**config.mk**
```make
export PLATFORM = sky130hd
export DESIGN_NAME = cbt_top
export DESIGN_NICKNAME = d
export VERILOG_FILES = /design/src/hdl/cbt_pkg.sv /design/src/hdl/cbt_top.sv
export VERILOG_INCLUDE_DIRS = /design/src /design/src/hdl
export SDC_FILE = /design/constraint.sdc
export NUM_CORES = 1
export LEC_CHECK = 0
export CELL_PAD_IN_SITES_DETAIL_PLACEMENT = 1
export CELL_PAD_IN_SITES_GLOBAL_PLACEMENT = 1
export CORE_ASPECT_RATIO = 1.75
export CORE_MARGIN = 2
export CORE_UTILIZATION = 43
export CTS_CLUSTER_SIZE = 40
export DETAILED_ROUTE_END_ITERATION = 8
export DONT_BUFFER_PORTS = 1
export HOLD_SLACK_MARGIN = 0.05
export PLACE_DENSITY = 0.84
export SLEW_MARGIN = 5
export SYNTH_ARGS = -nofsm -noshare
export SYNTH_HDL_FRONTEND = slang
export SYNTH_SLANG_ARGS = --single-unit
```
**constraint.sdc**
```tcl
create_clock -name clock -period 1.96 [get_ports clock]
set_input_delay 0.196 -clock clock [delete_from_list [all_inputs] [get_ports clock]]
set_output_delay 0.196 -clock clock [all_outputs]
set_load 0.05 [all_outputs]
```
**src/hdl/cbt_defines.svh**
```systemverilog
`ifndef CBT_DEFINES_SVH
`define CBT_DEFINES_SVH

// ----------------------------------------
// Register offsets
// ----------------------------------------
`define CBT_ADDR_WDOG 8'h00
`define CBT_ADDR_STATUS 8'h04
`define CBT_ADDR_IRQ_STAT 8'h08
`define CBT_ADDR_IRQ_MASK 8'h0C

// ----------------------------------------
// Reset values and counts
// ----------------------------------------
`define CBT_WDOG_RESET 8'h10
`define CBT_IRQ_MASK_RESET 4'h0
`define CBT_REF_DIV_LAST 4'hF
`define CBT_TRESET_LAST 3'h4
`define CBT_LOSE_LAST 2'h3
`define CBT_GAIN_LAST 5'h1F
// Synchroniser reset: straps read low, other pins low
`define CBT_PINS_RESET 16'h0055

// ----------------------------------------
// Interrupt bit positions
// ----------------------------------------
`define CBT_IRQ_GAIN 0
`define CBT_IRQ_LOSS 1
`define CBT_IRQ_TRESET 2
`define CBT_IRQ_TEST 3

`endif

```
**src/hdl/cbt_pkg.sv**
```systemverilog
package cbt_pkg;

    // ----------------------------------------
    // Types
    // ----------------------------------------
    typedef enum logic [1:0] {
        CBT_LVL_LOW = 2'h0,
        CBT_LVL_MID = 2'h1,
        CBT_LVL_HIGH = 2'h2
    } cbt_level_t;

    // Comparator pair of a three-level pin
    typedef struct packed {
        logic high;
        logic low;
    } cbt_tri_pin_t;

    typedef struct packed {
        logic [3:0] ratio;
        cbt_level_t range;
        cbt_level_t style;
        logic second_ref;
    } cbt_config_t;

    typedef struct packed {
        logic [3:0] q;
        logic [3:0] oe;
    } cbt_bank_t;

    typedef enum logic [2:0] {
        CBT_ST_RUN = 3'h1,
        CBT_ST_WAIT = 3'h2,
        CBT_ST_HOLD = 3'h4
    } cbt_state_t;

endpackage

```
**src/hdl/cbt_top.sv**
```systemverilog
// Notes on behaviour
// - Middle level on the disable-style select puts the device in factory test mode.
// - Test mode bypasses the PLL; the selected reference level becomes the internal clock.
// - Test mode keeps all functions except the PLL and bank disables.
// - Bank-2 disable high in test mode starts a test reset; outputs go high impedance.
// - After five reference rising edges all state machines are forced to reset state.
// - That reset state is derived from feedback divide and range select settings.
// - Outputs and state machines hold until bank-2 disable drops; then test mode resumes.
// - Reference select low picks primary pair, high picks secondary; open reads low.
// - The two three-level divide selects set the feedback bank divide ratio.
// - Each bank disable controls its bank; low enables, high disables per style; open low.
// - Lock indicator high while locked, low while acquiring.
// - Style high disables banks to high impedance; style low to stopped low.
// - Three-level pins decode high, low, or middle when left open.
// - Divide pairs low-low to high-high give 1,2,3,4,5,6,8,10,12; banks divide by one.
// - Stopped-low bank stops within six output cycles on a falling edge, glitch free.
// - Lock drops after four erroneous feedback cycles; rises after 32 clean ones.
// - Watchdog on divided reference drops lock if feedback disappears.
`timescale 1ns/100ps
`include "cbt_defines.svh"

module cbt_top (
    // Clock and reset
    input wire logic clock,
    input wire logic rst_n,
    // APB slave
    input wire logic [7:0] paddr,
    input wire logic psel,
    input wire logic penable,
    input wire logic pwrite,
    input wire logic [31:0] pwdata,
    output logic [31:0] prdata,
    output logic pready,
    output logic pslverr,
    // Reference and feedback pins
    input wire logic primary_reference_pair,
    input wire logic secondary_reference_pair,
    input wire logic reference_source_select,
    input wire logic feedback_input_pin,
    // Strap and disable pins
    input wire cbt_pkg::cbt_tri_pin_t [1:0] feedback_divide_select,
    input wire cbt_pkg::cbt_tri_pin_t vco_range_select,
    input wire cbt_pkg::cbt_tri_pin_t disable_style_select,
    input wire logic [1:0] bank_disable_inputs,
    // Analog PLL macro
    input wire logic vco_level,
    input wire logic phase_error,
    // Clock outputs
    output cbt_pkg::cbt_bank_t bank1_outputs,
    output cbt_pkg::cbt_bank_t bank2_outputs,
    output logic [1:0] feedback_bank_outputs,
    output logic [1:0] feedback_bank_oe,
    // Status
    output logic lock_indicator,
    output logic irq
);
    import cbt_pkg::*;

    // ----------------------------------------
    // Functions
    // ----------------------------------------
    function automatic cbt_level_t tri_decode(input cbt_tri_pin_t p);
        if (p.high) begin
            return CBT_LVL_HIGH;
        end else if (p.low) begin
            return CBT_LVL_LOW;
        end
        return CBT_LVL_MID;
    endfunction

    function automatic logic [3:0] ratio_of(input cbt_level_t hi, input cbt_level_t lo);
        case ({hi, lo})
            {CBT_LVL_LOW, CBT_LVL_LOW}: return 4'h1;
            {CBT_LVL_LOW, CBT_LVL_MID}: return 4'h2;
            {CBT_LVL_LOW, CBT_LVL_HIGH}: return 4'h3;
            {CBT_LVL_MID, CBT_LVL_LOW}: return 4'h4;
            {CBT_LVL_MID, CBT_LVL_MID}: return 4'h5;
            {CBT_LVL_MID, CBT_LVL_HIGH}: return 4'h6;
            {CBT_LVL_HIGH, CBT_LVL_LOW}: return 4'h8;
            {CBT_LVL_HIGH, CBT_LVL_MID}: return 4'hA;
            {CBT_LVL_HIGH, CBT_LVL_HIGH}: return 4'hC;
            default: return 4'h1;
        endcase
    endfunction

    // ----------------------------------------
    // Input synchronisers
    // ----------------------------------------
    logic [15:0] pins_raw;
    logic [15:0] pins_meta;
    logic [15:0] pins;

    assign pins_raw = {primary_reference_pair, secondary_reference_pair, reference_source_select,
                       feedback_input_pin, bank_disable_inputs, vco_level, phase_error,
                       feedback_divide_select, vco_range_select, disable_style_select};

    always_ff @(posedge clock) begin
        if (!rst_n) begin
            pins_meta <= `CBT_PINS_RESET;
            pins <= `CBT_PINS_RESET;
        end else begin
            pins_meta <= pins_raw;
            pins <= pins_meta;
        end
    end

    logic ref_a, ref_b, ref_sel, fb_pin, vco_lvl, perr;
    logic [1:0] dis;
    cbt_tri_pin_t [1:0] fbds_pin;
    cbt_tri_pin_t fs_pin, style_pin;

    assign {ref_a, ref_b, ref_sel, fb_pin, dis, vco_lvl, perr, fbds_pin, fs_pin, style_pin} = pins;

    // ----------------------------------------
    // Configuration decode
    // ----------------------------------------
    cbt_config_t cfg;
    cbt_config_t next_cfg;
    logic test_mode;

    always_comb begin
        next_cfg.style = tri_decode(style_pin);
        next_cfg.range = tri_decode(fs_pin);
        next_cfg.ratio = ratio_of(tri_decode(fbds_pin[1]), tri_decode(fbds_pin[0]));
        next_cfg.second_ref = ref_sel;
    end

    always_ff @(posedge clock) begin
        if (!rst_n) begin
            cfg <= '{ratio: 4'h1, range: CBT_LVL_LOW, style: CBT_LVL_LOW, second_ref: 1'b0};
        end else begin
            cfg <= next_cfg;
        end
    end

    assign test_mode = (cfg.style == CBT_LVL_MID);

    // ----------------------------------------
    // Clock source and edges
    // ----------------------------------------
    logic ref_lvl, src_lvl, src_q, ref_q, fb_q;
    logic src_rise, src_fall, ref_rise, fb_rise;

    assign ref_lvl = cfg.second_ref ? ref_b : ref_a;
    assign src_lvl = test_mode ? ref_lvl : vco_lvl;

    always_ff @(posedge clock) begin
        if (!rst_n) begin
            src_q <= 1'b0;
            ref_q <= 1'b0;
            fb_q <= 1'b0;
        end else begin
            src_q <= src_lvl;
            ref_q <= ref_lvl;
            fb_q <= fb_pin;
        end
    end

    assign src_rise = src_lvl & ~src_q;
    assign src_fall = ~src_lvl & src_q;
    assign ref_rise = ref_lvl & ~ref_q;
    assign fb_rise = fb_pin & ~fb_q;

    // ----------------------------------------
    // Test reset sequencer
    // ----------------------------------------
    cbt_state_t state;
    logic [2:0] edge_cnt;
    logic treset, force_fsm, treset_done;

    assign treset = (state != CBT_ST_RUN);
    assign force_fsm = (state == CBT_ST_HOLD);
    assign treset_done = (state == CBT_ST_WAIT) && dis[1] && ref_rise && (edge_cnt == `CBT_TRESET_LAST);

    always_ff @(posedge clock) begin
        if (!rst_n) begin
            state <= CBT_ST_RUN;
            edge_cnt <= 3'h0;
        end else begin
            case (state)
                CBT_ST_RUN: begin
                    edge_cnt <= 3'h0;
                    if (test_mode && dis[1]) begin
                        state <= CBT_ST_WAIT;
                    end
                end
                CBT_ST_WAIT: begin
                    if (!dis[1]) begin
                        state <= CBT_ST_RUN;
                    end else if (treset_done) begin
                        state <= CBT_ST_HOLD;
                    end else if (ref_rise) begin
                        edge_cnt <= edge_cnt + 3'h1;
                    end
                end
                CBT_ST_HOLD: begin
                    if (!dis[1]) begin
                        state <= CBT_ST_RUN;
                    end
                end
                default: state <= CBT_ST_RUN;
            endcase
        end
    end

    // ----------------------------------------
    // Feedback divider
    // ----------------------------------------
    logic [3:0] fb_cnt;
    logic [3:0] half;
    logic fb_lvl;

    assign half = (cfg.ratio + 4'h1) >> 1;
    assign fb_lvl = (cfg.ratio == 4'h1) ? src_lvl : (fb_cnt < half);

    always_ff @(posedge clock) begin
        if (!rst_n) begin
            fb_cnt <= 4'h0;
        end else if (force_fsm) begin
            fb_cnt <= cfg.ratio - 4'h1;
        end else if (src_rise) begin
            fb_cnt <= (fb_cnt >= cfg.ratio - 4'h1) ? 4'h0 : fb_cnt + 4'h1;
        end
    end

    always_ff @(posedge clock) begin
        if (!rst_n) begin
            feedback_bank_outputs <= 2'h0;
            feedback_bank_oe <= 2'h0;
        end else begin
            feedback_bank_outputs <= {2{fb_lvl}};
            feedback_bank_oe <= {2{~treset}};
        end
    end

    // ----------------------------------------
    // Output banks
    // ----------------------------------------
    logic [1:0] bank_off, held;
    logic hiz_style;

    assign hiz_style = (cfg.style == CBT_LVL_HIGH);
    assign bank_off = test_mode ? 2'h0 : dis;

    always_ff @(posedge clock) begin
        if (!rst_n) begin
            held <= 2'h0;
        end else begin
            for (int b = 0; b < 2; b++) begin
                if (!bank_off[b] || hiz_style) begin
                    held[b] <= 1'b0;
                end else if (src_fall) begin
                    held[b] <= 1'b1;
                end
            end
        end
    end

    always_ff @(posedge clock) begin
        if (!rst_n) begin
            bank1_outputs <= '0;
            bank2_outputs <= '0;
        end else begin
            bank1_outputs.q <= {4{src_lvl & ~held[0]}};
            bank2_outputs.q <= {4{src_lvl & ~held[1]}};
            bank1_outputs.oe <= {4{~treset & ~(bank_off[0] & hiz_style)}};
            bank2_outputs.oe <= {4{~treset & ~(bank_off[1] & hiz_style)}};
        end
    end

    // ----------------------------------------
    // Lock detector and watchdog
    // ----------------------------------------
    logic locked, lock_gain, lock_loss;
    logic [1:0] err_run;
    logic [4:0] good_run;
    logic [3:0] ref_div;
    logic [7:0] wd_cnt, wdog_limit;
    logic wd_tick, wd_expired;

    assign wd_tick = ref_rise && (ref_div == `CBT_REF_DIV_LAST);
    assign wd_expired = locked && (wd_cnt >= wdog_limit) && !fb_rise;
    assign lock_gain = !locked && fb_rise && !perr && (good_run == `CBT_GAIN_LAST) && !force_fsm;
    assign lock_loss = locked && !force_fsm &&
                       (wd_expired || (fb_rise && perr && (err_run == `CBT_LOSE_LAST)));

    always_ff @(posedge clock) begin
        if (!rst_n) begin
            ref_div <= 4'h0;
            wd_cnt <= 8'h00;
        end else if (force_fsm) begin
            ref_div <= {2'h0, cfg.range};
            wd_cnt <= 8'h00;
        end else begin
            if (ref_rise) begin
                ref_div <= ref_div + 4'h1;
            end
            if (fb_rise || !locked) begin
                wd_cnt <= 8'h00;
            end else if (wd_tick && wd_cnt != 8'hFF) begin
                wd_cnt <= wd_cnt + 8'h01;
            end
        end
    end

    always_ff @(posedge clock) begin
        if (!rst_n || force_fsm) begin
            locked <= 1'b0;
            err_run <= 2'h0;
            good_run <= 5'h00;
        end else if (lock_gain) begin
            locked <= 1'b1;
            good_run <= 5'h00;
        end else if (lock_loss) begin
            locked <= 1'b0;
            err_run <= 2'h0;
        end else if (fb_rise) begin
            err_run <= (locked && perr) ? err_run + 2'h1 : 2'h0;
            good_run <= (!locked && !perr) ? good_run + 5'h01 : 5'h00;
        end
    end

    always_ff @(posedge clock) begin
        if (!rst_n) begin
            lock_indicator <= 1'b0;
        end else begin
            lock_indicator <= locked;
        end
    end

    // ----------------------------------------
    // APB registers and interrupts
    // ----------------------------------------
    logic [3:0] irq_stat, irq_mask, events;
    logic test_q, wr_en, mapped;
    logic [31:0] rd_val;

    assign events = {test_mode & ~test_q, treset_done, lock_loss, lock_gain};
    assign wr_en = psel && penable && pwrite && pready;

    always_comb begin
        mapped = 1'b1;
        case (paddr)
            `CBT_ADDR_WDOG: rd_val = {24'h000000, wdog_limit};
            `CBT_ADDR_STATUS: rd_val = {18'h00000, locked, state, test_mode, cfg};
            `CBT_ADDR_IRQ_STAT: rd_val = {28'h0000000, irq_stat};
            `CBT_ADDR_IRQ_MASK: rd_val = {28'h0000000, irq_mask};
            default: begin
                rd_val = 32'h00000000;
                mapped = 1'b0;
            end
        endcase
    end

    always_ff @(posedge clock) begin
        if (!rst_n) begin
            pready <= 1'b0;
            prdata <= 32'h00000000;
            pslverr <= 1'b0;
        end else begin
            pready <= psel && !penable;
            prdata <= (psel && !penable && !pwrite) ? rd_val : 32'h00000000;
            pslverr <= psel && !penable && !mapped;
        end
    end

    always_ff @(posedge clock) begin
        if (!rst_n) begin
            wdog_limit <= `CBT_WDOG_RESET;
            irq_mask <= `CBT_IRQ_MASK_RESET;
        end else if (wr_en && paddr == `CBT_ADDR_WDOG) begin
            wdog_limit <= pwdata[7:0];
        end else if (wr_en && paddr == `CBT_ADDR_IRQ_MASK) begin
            irq_mask <= pwdata[3:0];
        end
    end

    always_ff @(posedge clock) begin
        if (!rst_n) begin
            irq_stat <= 4'h0;
            test_q <= 1'b0;
            irq <= 1'b0;
        end else begin
            test_q <= test_mode;
            irq_stat <= (irq_stat & ~((wr_en && paddr == `CBT_ADDR_IRQ_STAT) ? pwdata[3:0] : 4'h0)) | events;
            irq <= |(irq_stat & irq_mask);
        end
    end

    // ----------------------------------------
    // Checks
    // ----------------------------------------
    chk_test_entry: assert property (@(posedge clock) disable iff (!rst_n)
        tri_decode(style_pin) == CBT_LVL_MID |=> test_mode) else $error("middle style did not select test mode");
    chk_bypass_src: assert property (@(posedge clock) disable iff (!rst_n)
        test_mode && !held[0] |=> bank1_outputs.q[0] == $past(ref_lvl)) else $error("PLL not bypassed");
    chk_disable_ignored: assert property (@(posedge clock) disable iff (!rst_n)
        test_mode && !treset |=> bank1_outputs.oe == 4'hF) else $error("bank disabled in test mode");
    chk_treset_hiz: assert property (@(posedge clock) disable iff (!rst_n)
        test_mode && dis[1] && state == CBT_ST_RUN |=> ##1 !bank2_outputs.oe[0] && !feedback_bank_oe[0])
        else $error("outputs not high impedance in test reset");
    chk_five_edges: assert property (@(posedge clock) disable iff (!rst_n)
        $rose(force_fsm) |-> $past(ref_rise) && $past(edge_cnt) == `CBT_TRESET_LAST)
        else $error("test reset did not wait five reference edges");
    chk_hold_seed: assert property (@(posedge clock) disable iff (!rst_n)
        force_fsm |=> fb_cnt == $past(cfg.ratio) - 4'h1 && !locked) else $error("reset state wrong");
    chk_hold_release: assert property (@(posedge clock) disable iff (!rst_n)
        state == CBT_ST_HOLD && dis[1] |=> state == CBT_ST_HOLD) else $error("left hold early");
    chk_lock_out: assert property (@(posedge clock) disable iff (!rst_n)
        ##1 lock_indicator == $past(locked)) else $error("lock output mismatch");
    chk_hiz_style: assert property (@(posedge clock) disable iff (!rst_n)
        !treset && bank_off[0] && hiz_style |=> bank1_outputs.oe == 4'h0)
        else $error("disabled bank not high impedance");
    chk_gain_count: assert property (@(posedge clock) disable iff (!rst_n)
        $rose(locked) |-> $past(good_run) == `CBT_GAIN_LAST) else $error("lock gained early");

endmodule // cbt_top
```
==> results.md, run 1 <==
* Post-Place Cells at 649
* Largest area contributor in the netlist: dfxtp_1
* Reg2reg end: fb_cnt[0]
* Slowest cell delay on critical path at 0.67 ns
* Power Dens Cells at just under 1000 nW/µm²
* Design Area, Final at 6310 µm²
* RePlAce Congestion at 0.808
* DRT iter0 DRCs at 123
* DRT Wirelength at 13400 µm
* Maximum clock rate at ~520 MHz
* Critical-path top delay cell: dlygate4sd3_1
* Die width at 86.4 µm
* Syn Inst Count at 528
* Worst Setup End Kind: flip-flop
* Post-Syn Area at roughly 5100 µm²
* Leakage at 2.57 nW
* Via count at 3908
* H-tree depth at 4
* Worst R2R Path Depth at 7
* Routed Antenna Nets at 0
* Layout cells sized above 1 at 16.7%
* RSZ-0062 raised after global routing: yes
* Die area at 12800 µm²
* Total chip power at 6.08 mW
* Drt wl/cell at 18.8 µm
* Fin crit share at between 90% and 100%
* Yosys top cell area share at a little under half
* Slew headroom at between 60% and 70%
* Total Routing Usage GR at a little over a fifth
* CP most frequent cell: dlygate4sd3_1
* First drt pass iteration count at 4
* Crit path DAT at 2.29 ns
* Fillers at 1284
* Critical path origin: psel
* CP bufs+invs at 2
* First-pass GRT wire length at roughly 21000 µm
* Slew Limit Fails at 0
* Mean area per synthesized cell at 9.68 µm²
* Area occupied by registers at 2360 µm²
* Fin worst setup slack at 0.0201 ns
* CTS Sinks at 117
* FFs w/ async S/R, synth at 0%
* Critical path launch point type: input pin
* Clk slew on worst S/H paths at 0.06 ns
* # DRC at 0
* Peak VDD IR at about 660 µV
* Row count at 52
* Status: complete, no violations
* Port bufs at 0
* Post-route clock skew at 0.00738 ns
* Vias in the first global route at 4200
* Area Growth Syn to Fin at 23.4%
* Global route total overflow at 0
* Top cells by area, synth: dfxtp_1, ha_1, buf_4, and2_1, mux2i_1
* Skew-Pair Late Insertion Delay at 0.42 ns
* Dpl hpwl at 8370 µm
* Critical Path Fanout Max at 4
* Worst Max-Slew Pin Slew at 0.562 ns
* Area of the multi-input gates at 2580 µm²
* Min-delay worst type: in -> reg
* I/O Pins at 117
* Final non-filler cell total at 715
* Register area share after synthesis at 45.8%
* # setup viols final at 0
* Worst reg2reg startpoint: cfg[5]
* CP Class: in -> reg
* Worst Setup EP: prdata[4]
* Tmin final at a little under 2 ns
* Largest net degree at the start of global routing at 76
* Unique masters post-synth at 62
* Crit path max-delay family: buffers and inverters
* Pre-CTS setup slack at -0.0342 ns
* Placed cell area at 5210 µm²
* Core ar. at 11600 µm²
* Finished Core Util at between 50% and 60%
* R2r setup slk at 0.02 ns
* Setup Total Neg Slack at 0 ns
* Initial antenna violation count at 0
* Post-synth EDFFs at 0
* Nets at approximately 650
* Clock root cell: clkbuf_16
* CTS tree: yes
* Final hold slack at 0.0795 ns
* Die Ht at ~150 µm
* Clock Path Buffers at 2
* Max-Cap Viols at 0
* Register bit count reported by yosys at 117
* Avg Vias per Cell at ~5.5
* Crit-path cells: dlygate4sd3_1 > nand3b_1 > or4_4 > dlygate4sd3_1 > nor2_1
* Final Hold Violating Endpoints at 0
* Starting Density at 44.1%
* Worst EP required at 2.31 ns
* Main synth FF type: dfxtp_1
* Crit. path cell count at 5
* CTS buffer count at 17
* N_diodes at 0
* Synth warnings at 0
## cells in the mapped netlist (3+ instances only)
master and count:
o21ai_0 9, buf_4 34, inv_1 20, nor3_1 10
dfxtp_1 117, nand3_1 15, nor3b_1 4, a211oi_1 3
and3_1 4, a21oi_1 19, nor2_2 4, nand3b_1 3
and2_1 40, nand4_1 8, ha_1 25, nor4_1 3
nand2_1 26, o21ai_1 4, nand2b_1 16, mux4_2 4
o21a_1 3, xor2_1 9, clkbuf_1 10, buf_2 8
nor2_1 34, mux2i_1 18, nor2b_1 23, xnor2_1 8
a31oi_1 6
## layout by cell type (no fill, tap or decap), types with 3 or more instances in the layout
master	netlist	layout
inv_6	0	3
dfxtp_2	0	5
nand2_1	26	26
nor2_2	4	4
conb_1	1	18
o21ai_1	4	4
clkinvlp_4	0	4
nand4_1	8	8
nor3_1	10	9
nor2_1	34	34
nor3b_1	4	4
o21a_1	3	3
nand2b_1	16	14
a31oi_1	6	5
ha_1	25	21
and3_1	4	4
nand3b_1	3	3
inv_1	20	18
nor4_1	3	3
xnor2_1	8	6
mux4_2	4	4
dfxtp_1	117	110
nand3_1	15	15
nor2b_1	23	23
and2_1	40	40
dlygate4sd3_1	0	33
xor2_1	9	9
clkbuf_16	0	17
buf_4	34	20
o21ai_0	9	9
mux2i_1	18	18
clkinv_4	0	3
ha_4	0	3
a21oi_1	19	19
## worst min-delay path by stage
stage,from,end,slack (ns),cells after the start
after floorplan,pwdata[3],irq_stat[3],0.30,1
after global placement,rst_n,wdog_limit[4],0.27,1
after detailed placement,rst_n,wdog_limit[4],0.27,1
after CTS,rst_n,err_run[1],0.06,3
after global routing,paddr[3],prdata[2],0.09,2
final,paddr[3],prdata[3],0.08,2
## worst register-to-register path, cell delays in order, from the launching register on
cell and delay, ns:
dfxtp_4 0.37, nor3_4 0.20, xnor2_2 0.10, ha_2 0.32
nor2_1 0.04, or3_4 0.38, and3_1 0.19, o221a_1 0.22
## power breakdown
group	total [mW]	switching (mW)	internal, mW
sequential	2.47	0.0354	2.43
combinational	0.485	0.305	0.181
clock	3.12	1.17	1.95
## registers in the layout (all words and copies together) (netlist names), 2 cells and up
register,cells
cfg,9
wdog_limit,8
good_run,5
fb_cnt,4
edge_cnt,3
wd_cnt,8
bank1_outputs,2
pins_meta,16
ref_div,4
pins,16
held,2
prdata,14
state,3
bank2_outputs,2
err_run,2
irq_stat,4
irq_mask,4
## layout make-up
type	instances	share of cell area [%]
multi-input cells	354	40.9
flip-flops and latches	117	37.4
repair buffers	55	8.23
clock buffers	19	7.18
well taps	135	2.68
clock inverters	13	2.34
inverters	22	1.35
## cell families after synthesis
logic type | count (synthesis) | share of synthesized area, %
XOR/XNOR | 17 | 2.91
AND/OR/NAND/NOR | 203 | 22.4
other | 1 | 0.0734
AO/OA/AOI/OAI | 67 | 8.61
flip-flops | 117 | 45.8
adder cells (fa/ha/maj) | 25 | 6.12
multiplexers | 24 | 5.95
buffers and inverters | 74 | 8.13
## layer usage
layer,GRT usage (%),wire length [µm],share of wire [%],vias to the layer above
met5,0,0,0,-
met4,11.4,580,4.3,0
met3,5.44,508,3.8,37
met2,39.7,7520,56,105
met1,20.0,4810,36,1946
li1,-,-,-,1820
## what timing repair did
| action | in CTS | in global routing |
|---|---|---|
| cloned | 0 | 0 |
| hold endpoints to repair | 89 | 0 |
| setup buffers | 0 | 1 |
| setup endpoints to repair | 3 | 9 |
| pin swaps | 2 | 6 |
| hold buffers | 34 | 0 |
| gates resized for setup | 5 | 18 |
No activity file was read; power rests on OpenSTA's default activity.
==> run 2, diff against run 1 <==
--- a/config.mk
+++ b/config.mk
@@ -9,7 +9,6 @@
 export CELL_PAD_IN_SITES_DETAIL_PLACEMENT = 1
 export CELL_PAD_IN_SITES_GLOBAL_PLACEMENT = 1
 export CORE_ASPECT_RATIO = 1.75
-export CORE_MARGIN = 2
 export CORE_UTILIZATION = 43
 export CTS_CLUSTER_SIZE = 40
 export DETAILED_ROUTE_END_ITERATION = 8
==> run 2 against run 1 <==
- the flow now finishes with violations (DRC, setup timing)
- critical endpoint is now fb_cnt[0]
- clock skew grew 0.0013 ns
- count of clock-buffer cells in the layout increased by 9
- global-route usage is 2.3 points higher
- largest power group unchanged
- cell count unchanged
- highest routed layer unchanged
==> results.md, run 2 (synthesis results as in run 1) <==
* Status: finished with violations (was complete, no violations)
* Failing checks: DRC, setup timing
* Met1 Use GR at 21.3% (was 20.0%)
* RSZ-0062 raised after global routing: yes (unchanged)
* Critical Path Fanout Max at 3 (was 4)
* Met2 Track Usage GR at 44.6% (was 39.7%)
* Critical-path top delay cell: or3_4 (was dlygate4sd3_1)
* Port bufs at 0 (unchanged)
* Min-delay worst type: in -> reg (unchanged)
* Most frequent cells in the layout: dfxtp_1, and2_1, nor2_1, dlygate4sd3_1, nand2_1 (unchanged)
* Crit path DAT at 2.27 ns (was 2.29 ns)
* M3 GR Usage at 5.65% (was 5.44%)
* Initial antenna violation count at 0 (unchanged)
* Peak VDD IR at 645 µV (was 664 µV)
* Post-Place Cells at 648 (was 649)
* Total Routing Usage GR at 23.3% (was 21.0%)
* First-pass GRT wire length at 21800 µm (was 20600 µm)
* Core ar. at 11600 µm² (unchanged)
* Design Area, Final at 6290 µm² (was 6310 µm²)
* Comb power frac at 8.5% (was 8.0%)
* P_sw at 1.37 mW (was 1.51 mW)
* Drt wl/cell at 19.6 µm (was 18.8 µm)
* Total chip power at 5.90 mW (was 6.08 mW)
* CTS tree: yes (unchanged)
* Slew headroom at 63.5% (was 62.5%)
* CP most frequent cell: ha_4 (was dlygate4sd3_1)
* Clock Path Buffers at 2 (unchanged)
* CTS buffer count at 17 (unchanged)
* I/O Pins at 117 (unchanged)
* Clk slew on worst S/H paths at 0.05 ns (was 0.06 ns)
* Critical path launch point type: flip-flop (was input pin)
* Power Dens Cells at 938 nW/µm² (was 964 nW/µm²)
* Seq pwr share at 41.9% (was 40.6%)
* Die width at 84.4 µm (was 86.4 µm)
* # DRC at 9 (was 0)
* Avg Vias per Cell at 5.56 (was 5.47)
* CP bufs+invs at 1 (was 2)
* Part of the power in the clock network at 49.6% (was 51.4%)
* Largest registers: pins (16), pins_meta (16), prdata (14) (unchanged)
* Final Hold Violating Endpoints at 0 (unchanged)
* First drt pass iteration count at 6 (was 4)
* Row count at 52 (unchanged)
* Die Ht at 146 µm (was 148 µm)
* Slew Limit Fails at 0 (unchanged)
* Post-route clock skew at 0.00869 ns (was 0.00738 ns)
* Worst Max-Slew Pin Slew at 0.551 ns (was 0.562 ns)
* RePlAce Congestion at 0.773 (was 0.808)
* Area Growth Syn to Fin at 23.0% (was 23.4%)
* Placed cell area at 5200 µm² (was 5210 µm²)
* Fin worst setup slack at -0.0157 ns (was 0.0201 ns)
* Internal power at 4.53 mW (was 4.56 mW)
* Via count at 3972 (was 3908)
* Skew-Pair Late Insertion Delay at 0.41 ns (was 0.42 ns)
* # setup viols final at 3 (was 0)
* Crit-path cells: inv_4 > ha_4 > xnor2_4 > ha_4 > a2111oi_4 > or3_4 > and3_4 > o221a_1 (was dlygate4sd3_1 > nand3b_1 > or4_4 > dlygate4sd3_1 > nor2_1)
* Layout cells sized above 1 at 16.2% (was 16.7%)
* Sw Ratio at 23.2% (was 24.9%)
* H-tree depth at 4 (unchanged)
* Maximum clock rate at 506 MHz (was 515 MHz)
* GRT busiest layer: met2 (unchanged)
* Largest net degree at the start of global routing at 76 (unchanged)
* DRT iter0 DRCs at 113 (was 123)
* Worst Setup End Kind: flip-flop (unchanged)
* Global route total overflow at 0 (unchanged)
* Crit path max-delay family: simple AND/OR/NAND/NOR gates (was buffers and inverters)
* CTS Sinks at 117 (unchanged)
* Tmin final at 1.98 ns (was 1.94 ns)
* Fin crit share at 101% (was 99.0%)
* N_diodes at 0 (unchanged)
* Clock root cell: clkbuf_16 (unchanged)
* Commonest non-fill, non-tap cell in the layout: dfxtp_1 (unchanged)
* Final non-filler cell total at 715 (unchanged)
* CP Class: reg -> reg (was in -> reg)
* Leakage at 2.57 nW (about the same)
* Nets at 655 (was 653)
* Starting Density at 44.1% (unchanged)
* Max-Cap Viols at 0 (unchanged)
* Routed Antenna Nets at 0 (unchanged)
* Slowest cell delay on critical path at 0.41 ns (was 0.67 ns)
* Die area at 12300 µm² (was 12800 µm²)
* Dpl hpwl at 8580 µm (was 8370 µm)
* Fillers at 1253 (was 1284)
* DRT Wirelength at 14000 µm (was 13400 µm)
* Vias in the first global route at 4370 (was 4200)
* Worst EP required at 2.25 ns (was 2.31 ns)
## run 2: cell count changes in the layout (fill, tap and decap cells not counted), moves of 2 or more
cell	delta
clkinvlp_4	-4
clkinv_4	-3
clkbuf_8	+5
clkbuf_1	+3
bufinv_16	-2
buf_4	+2
inv_6	-3
## run 2: final cells by class
| type | instances | area [µm²] | share of cell area (%) |
|---|---|---|---|
| multi-input combinational | 354 | 2570 | 41.0 |
| sequential | 117 | 2360 | 37.5 |
| clock buffer | 28 | 558 | 8.88 |
| inverter | 22 | 85.1 | 1.35 |
| timing repair buffer | 57 | 534 | 8.50 |
| tap | 135 | 169 | 2.69 |
| clock inverter | 2 | 10.0 | 0.159 |
## run 2: what timing repair did
action	in CTS	in global routing
pin swaps	4	9
setup endpoints to repair	6	7
setup buffers	0	3
hold buffers	34	0
gates cloned	0	0
gates resized for setup	13	9
hold endpoints to repair	88	0
## run 2: tightest hold or removal path, stage by stage
cell and delay, ns:
nand2_1 0.04, a21oi_1 0.11, a31o_1 0.10
## run 2: per-layer routing
| layer | up-vias | part of all wire, % |
|---|---|---|
| met2 | 129 | 56 |
| met4 | 0 | 5.0 |
| met5 | - | 0 |
| met1 | 1966 | 35 |
| li1 | 1829 | - |
| met3 | 48 | 3.6 |
## run 2: final timing paths
| check | startpoint | endpoint | slack (ns) | depth (start not counted) |
|---|---|---|---|---|
| max | cfg[5] | fb_cnt[0] | -0.02 | 8 |
| min | rst_n | irq_stat[2] | 0.07 | 3 |
| min reg2reg | pins[0] | cfg[1] | 0.40 | 1 |
| max reg2reg | cfg[5] | fb_cnt[0] | -0.02 | 8 |
## run 2: stage by stage
step                util, %  hold WS [ns]  setup TNS, ns  worst slack, ns
global route           54.3        0.0865         -0.240          -0.0716
global placement       44.9         0.268              0          0.00614
floorplan                 -         0.297              0          0.00986
CTS                    53.5        0.0583       -0.00633         -0.00633
detailed placement     44.9         0.274        -0.0349          -0.0233
finish                 54.3        0.0718        -0.0294          -0.0157
## run 2: power groups by stage
| stage | Clock, mW | Combinational [mW] | Sequential [mW] |
|---|---|---|---|
| 2_1_floorplan | 0 | 0.344 | 2.54 |
| 3_3_place_gp | 0 | 0.348 | 2.51 |
| 3_5_place_dp | 0 | 0.364 | 2.52 |
| 4_1_cts | 2.96 | 0.470 | 2.47 |
| 5_1_grt | 3.06 | 0.530 | 2.48 |
| 6_report | 2.93 | 0.501 | 2.47 |
==> run 3, diff against run 2 <==
--- a/config.mk
+++ b/config.mk
@@ -15,6 +15,7 @@
 export DONT_BUFFER_PORTS = 1
 export HOLD_SLACK_MARGIN = 0.05
 export PLACE_DENSITY = 0.84
+export REMOVE_ABC_BUFFERS = 1
 export SLEW_MARGIN = 5
 export SYNTH_ARGS = -nofsm -noshare
 export SYNTH_HDL_FRONTEND = slang
==> run 3 against run 2 <==
- the run ends with DRC left
- combinational power grew 0.8%
- global-route usage decreased by 0.073 points
- utilization is 0.64 points higher
- cell count grew 0.70%
- non-clock buffer count up 3
- via count up 0.15%
- setup slack gained 0.026 ns
- critical path type unchanged
- largest cell class unchanged
==> results.md, run 3 (synthesis results as in run 1) <==
* RSZ-0062 raised after global routing: yes (unchanged)
* DRT Wirelength at 14000 µm (about the same)
* Layout cells sized above 1 at 17.9% (was 16.2%)
* Starting Density at 44.1% (unchanged)
* H-tree depth at 4 (unchanged)
* I/O Pins at 117 (unchanged)
* Port bufs at 0 (unchanged)
* Area Growth Syn to Fin at 24.4% (was 23.0%)
* Worst Setup End Kind: flip-flop (unchanged)
* Worst Setup EP: fb_cnt[0] (unchanged)
* Slew headroom at 63.8% (was 63.5%)
* Worst EP required at 2.26 ns (was 2.25 ns)
* Status: finished with violations (unchanged)
* CTS Sinks at 117 (unchanged)
* HP Start: pwdata[1] (was rst_n)
* Worst reg2reg startpoint: cfg[6] (was cfg[5])
* Post-Place Cells at 654 (was 648)
* Crit-path cells: nor3_4 > xnor2_2 > ha_2 > a2111oi_4 > or3_4 > and3_4 > o221a_1 (was inv_4 > ha_4 > xnor2_4 > ha_4 > a2111oi_4 > or3_4 > and3_4 > o221a_1)
* Dpl hpwl at 8420 µm (was 8580 µm)
* CTS buffer count at 17 (unchanged)
* Die Ht at 146 µm (unchanged)
* Final Hold Violating Endpoints at 0 (unchanged)
* RePlAce Congestion at 0.820 (was 0.773)
* DRT iter0 DRCs at 142 (was 113)
* Clock Path Buffers at 2 (unchanged)
* Drt wl/cell at 19.5 µm (was 19.6 µm)
* Vias in the first global route at 4401 (was 4370)
* Max-Cap Viols at 0 (unchanged)
* Skew-Pair Late Insertion Delay at 0.41 ns (about the same)
* Clock root cell: clkbuf_16 (unchanged)
* Most frequent cells in the layout: dfxtp_1, and2_1, nor2_1, dlygate4sd3_1, nand2_1 (unchanged)
* Avg Vias per Cell at 5.53 (was 5.56)
* Global route total overflow at 0 (unchanged)
* First drt pass iteration count at 8 (was 6)
* Nets at 658 (was 655)
* Commonest non-fill, non-tap cell in the layout: dfxtp_1 (unchanged)
* First-pass GRT wire length at 21800 µm (about the same)
* Worst Max-Slew Pin Slew at 0.548 ns (was 0.551 ns)
* Crit path DAT at 2.24 ns (was 2.27 ns)
* Via count at 3978 (was 3972)
* Final non-filler cell total at 720 (was 715)
* Leakage at 2.60 nW (was 2.57 nW)
* Failing checks: DRC (was DRC, setup timing)
* Die width at 84.4 µm (unchanged)
* Die area at 12300 µm² (unchanged)
* Fin crit share at 99.5% (was 101%)
* Initial antenna violation count at 0 (unchanged)
* CP Class: reg -> reg (unchanged)
* Critical Path Fanout Max at 3 (unchanged)
* Critical-path top delay cell: or3_4 (unchanged)
* Slew Limit Fails at 0 (unchanged)
* Maximum clock rate at 513 MHz (was 506 MHz)
* Largest registers: pins (16), pins_meta (16), prdata (14) (unchanged)
* Reg2reg end: fb_cnt[0] (unchanged)
* Min-delay worst type: in -> reg (unchanged)
* Post-route clock skew at 0.00462 ns (was 0.00869 ns)
* Total Routing Usage GR at 23.3% (about the same)
* Worst R2R Path Depth at 7 (was 8)
* Core ar. at 11600 µm² (unchanged)
* N_diodes at 0 (unchanged)
* Clk slew on worst S/H paths at 0.06 ns (was 0.05 ns)
* Routed Antenna Nets at 0 (unchanged)
* Design Area, Final at 6360 µm² (was 6290 µm²)
* Slowest cell delay on critical path at 0.40 ns (was 0.41 ns)
* Placed cell area at 5210 µm² (was 5200 µm²)
* Largest net degree at the start of global routing at 75 (was 76)
* Row count at 52 (unchanged)
* Final hold slack at 0.0654 ns (was 0.0718 ns)
* Tmin final at 1.95 ns (was 1.98 ns)
* Critical path launch point type: flip-flop (unchanged)
* R2r setup slk at 0.01 ns (was -0.02 ns)
* Peak VDD IR at 588 µV (was 645 µV)
* # DRC at 6 (was 9)
* CTS tree: yes (unchanged)
* Critical path origin: cfg[6] (was cfg[5])
* Power Dens Cells at 967 nW/µm² (was 938 nW/µm²)
* # setup viols final at 0 (was 3)
run 3: how the worst min path moves through the flow:
stage               endpoint  slack, ns  cells after the start
3_5_place_dp   wdog_limit[4]       0.28                      1
2_1_floorplan  wdog_limit[4]       0.26                      1
3_3_place_gp   wdog_limit[4]       0.27                      1
6_report         irq_stat[1]       0.07                      2
5_1_grt          irq_stat[1]       0.06                      2
4_1_cts          irq_stat[1]       0.05                      2
run 3: area by class of cell:
type                       count  area, µm²
fill                        1284       5220
clock buffer                  17        425
inverter                      22       82.6
timing repair buffer          60        559
sequential                   117       2360
multi-input combinational    354       2580
clock inverter                15        183
tap                          135        169
run 3: layer usage:
metal | up-vias | part of all wire (%) | track usage (%)
li1 | 1838 | - | -
met1 | 1954 | 35 | 21.6
met2 | 139 | 57 | 44.5
met3 | 47 | 4.0 | 5.88
met4 | 0 | 4.1 | 14.1
met5 | - | 0 | 0
run 3: through the flow:
stage	power (mW)	setup slack, ns	TNS, ns	utilization (%)
after detailed placement	2.88	-0.318	-1.25	45.0
after global placement	2.86	-0.255	-0.729	45.0
after floorplan	2.80	-0.110	-0.110	-
after CTS	6.13	0.00460	0	53.8
final	6.15	0.0106	0	54.9
after global routing	6.35	-0.0319	-0.0569	54.9
run 3: worst max-delay path: cells and delay by family, from the launching register on:
family,cells,cell delay [ns]
AO/OA/AOI/OAI,2,0.28
XOR/XNOR,1,0.15
adder cells (fa/ha/maj),1,0.26
flip-flops,1,0.36
AND/OR/NAND/NOR,3,0.79
run 3: repair_timing:
| action | 4_1_cts | 5_1_grt |
|---|---|---|
| endpoints found under the hold margin | 90 | 0 |
| setup endpoints to repair | 8 | 13 |
| pin swaps | 5 | 7 |
| buffers inserted | 0 | 1 |
| hold buffers | 34 | 0 |
| gates resized for setup | 11 | 23 |
run 3: power breakdown:
part | switching, mW | internal (mW)
sequential | 0.0356 | 2.43
combinational | 0.314 | 0.191
clock | 1.17 | 2.00
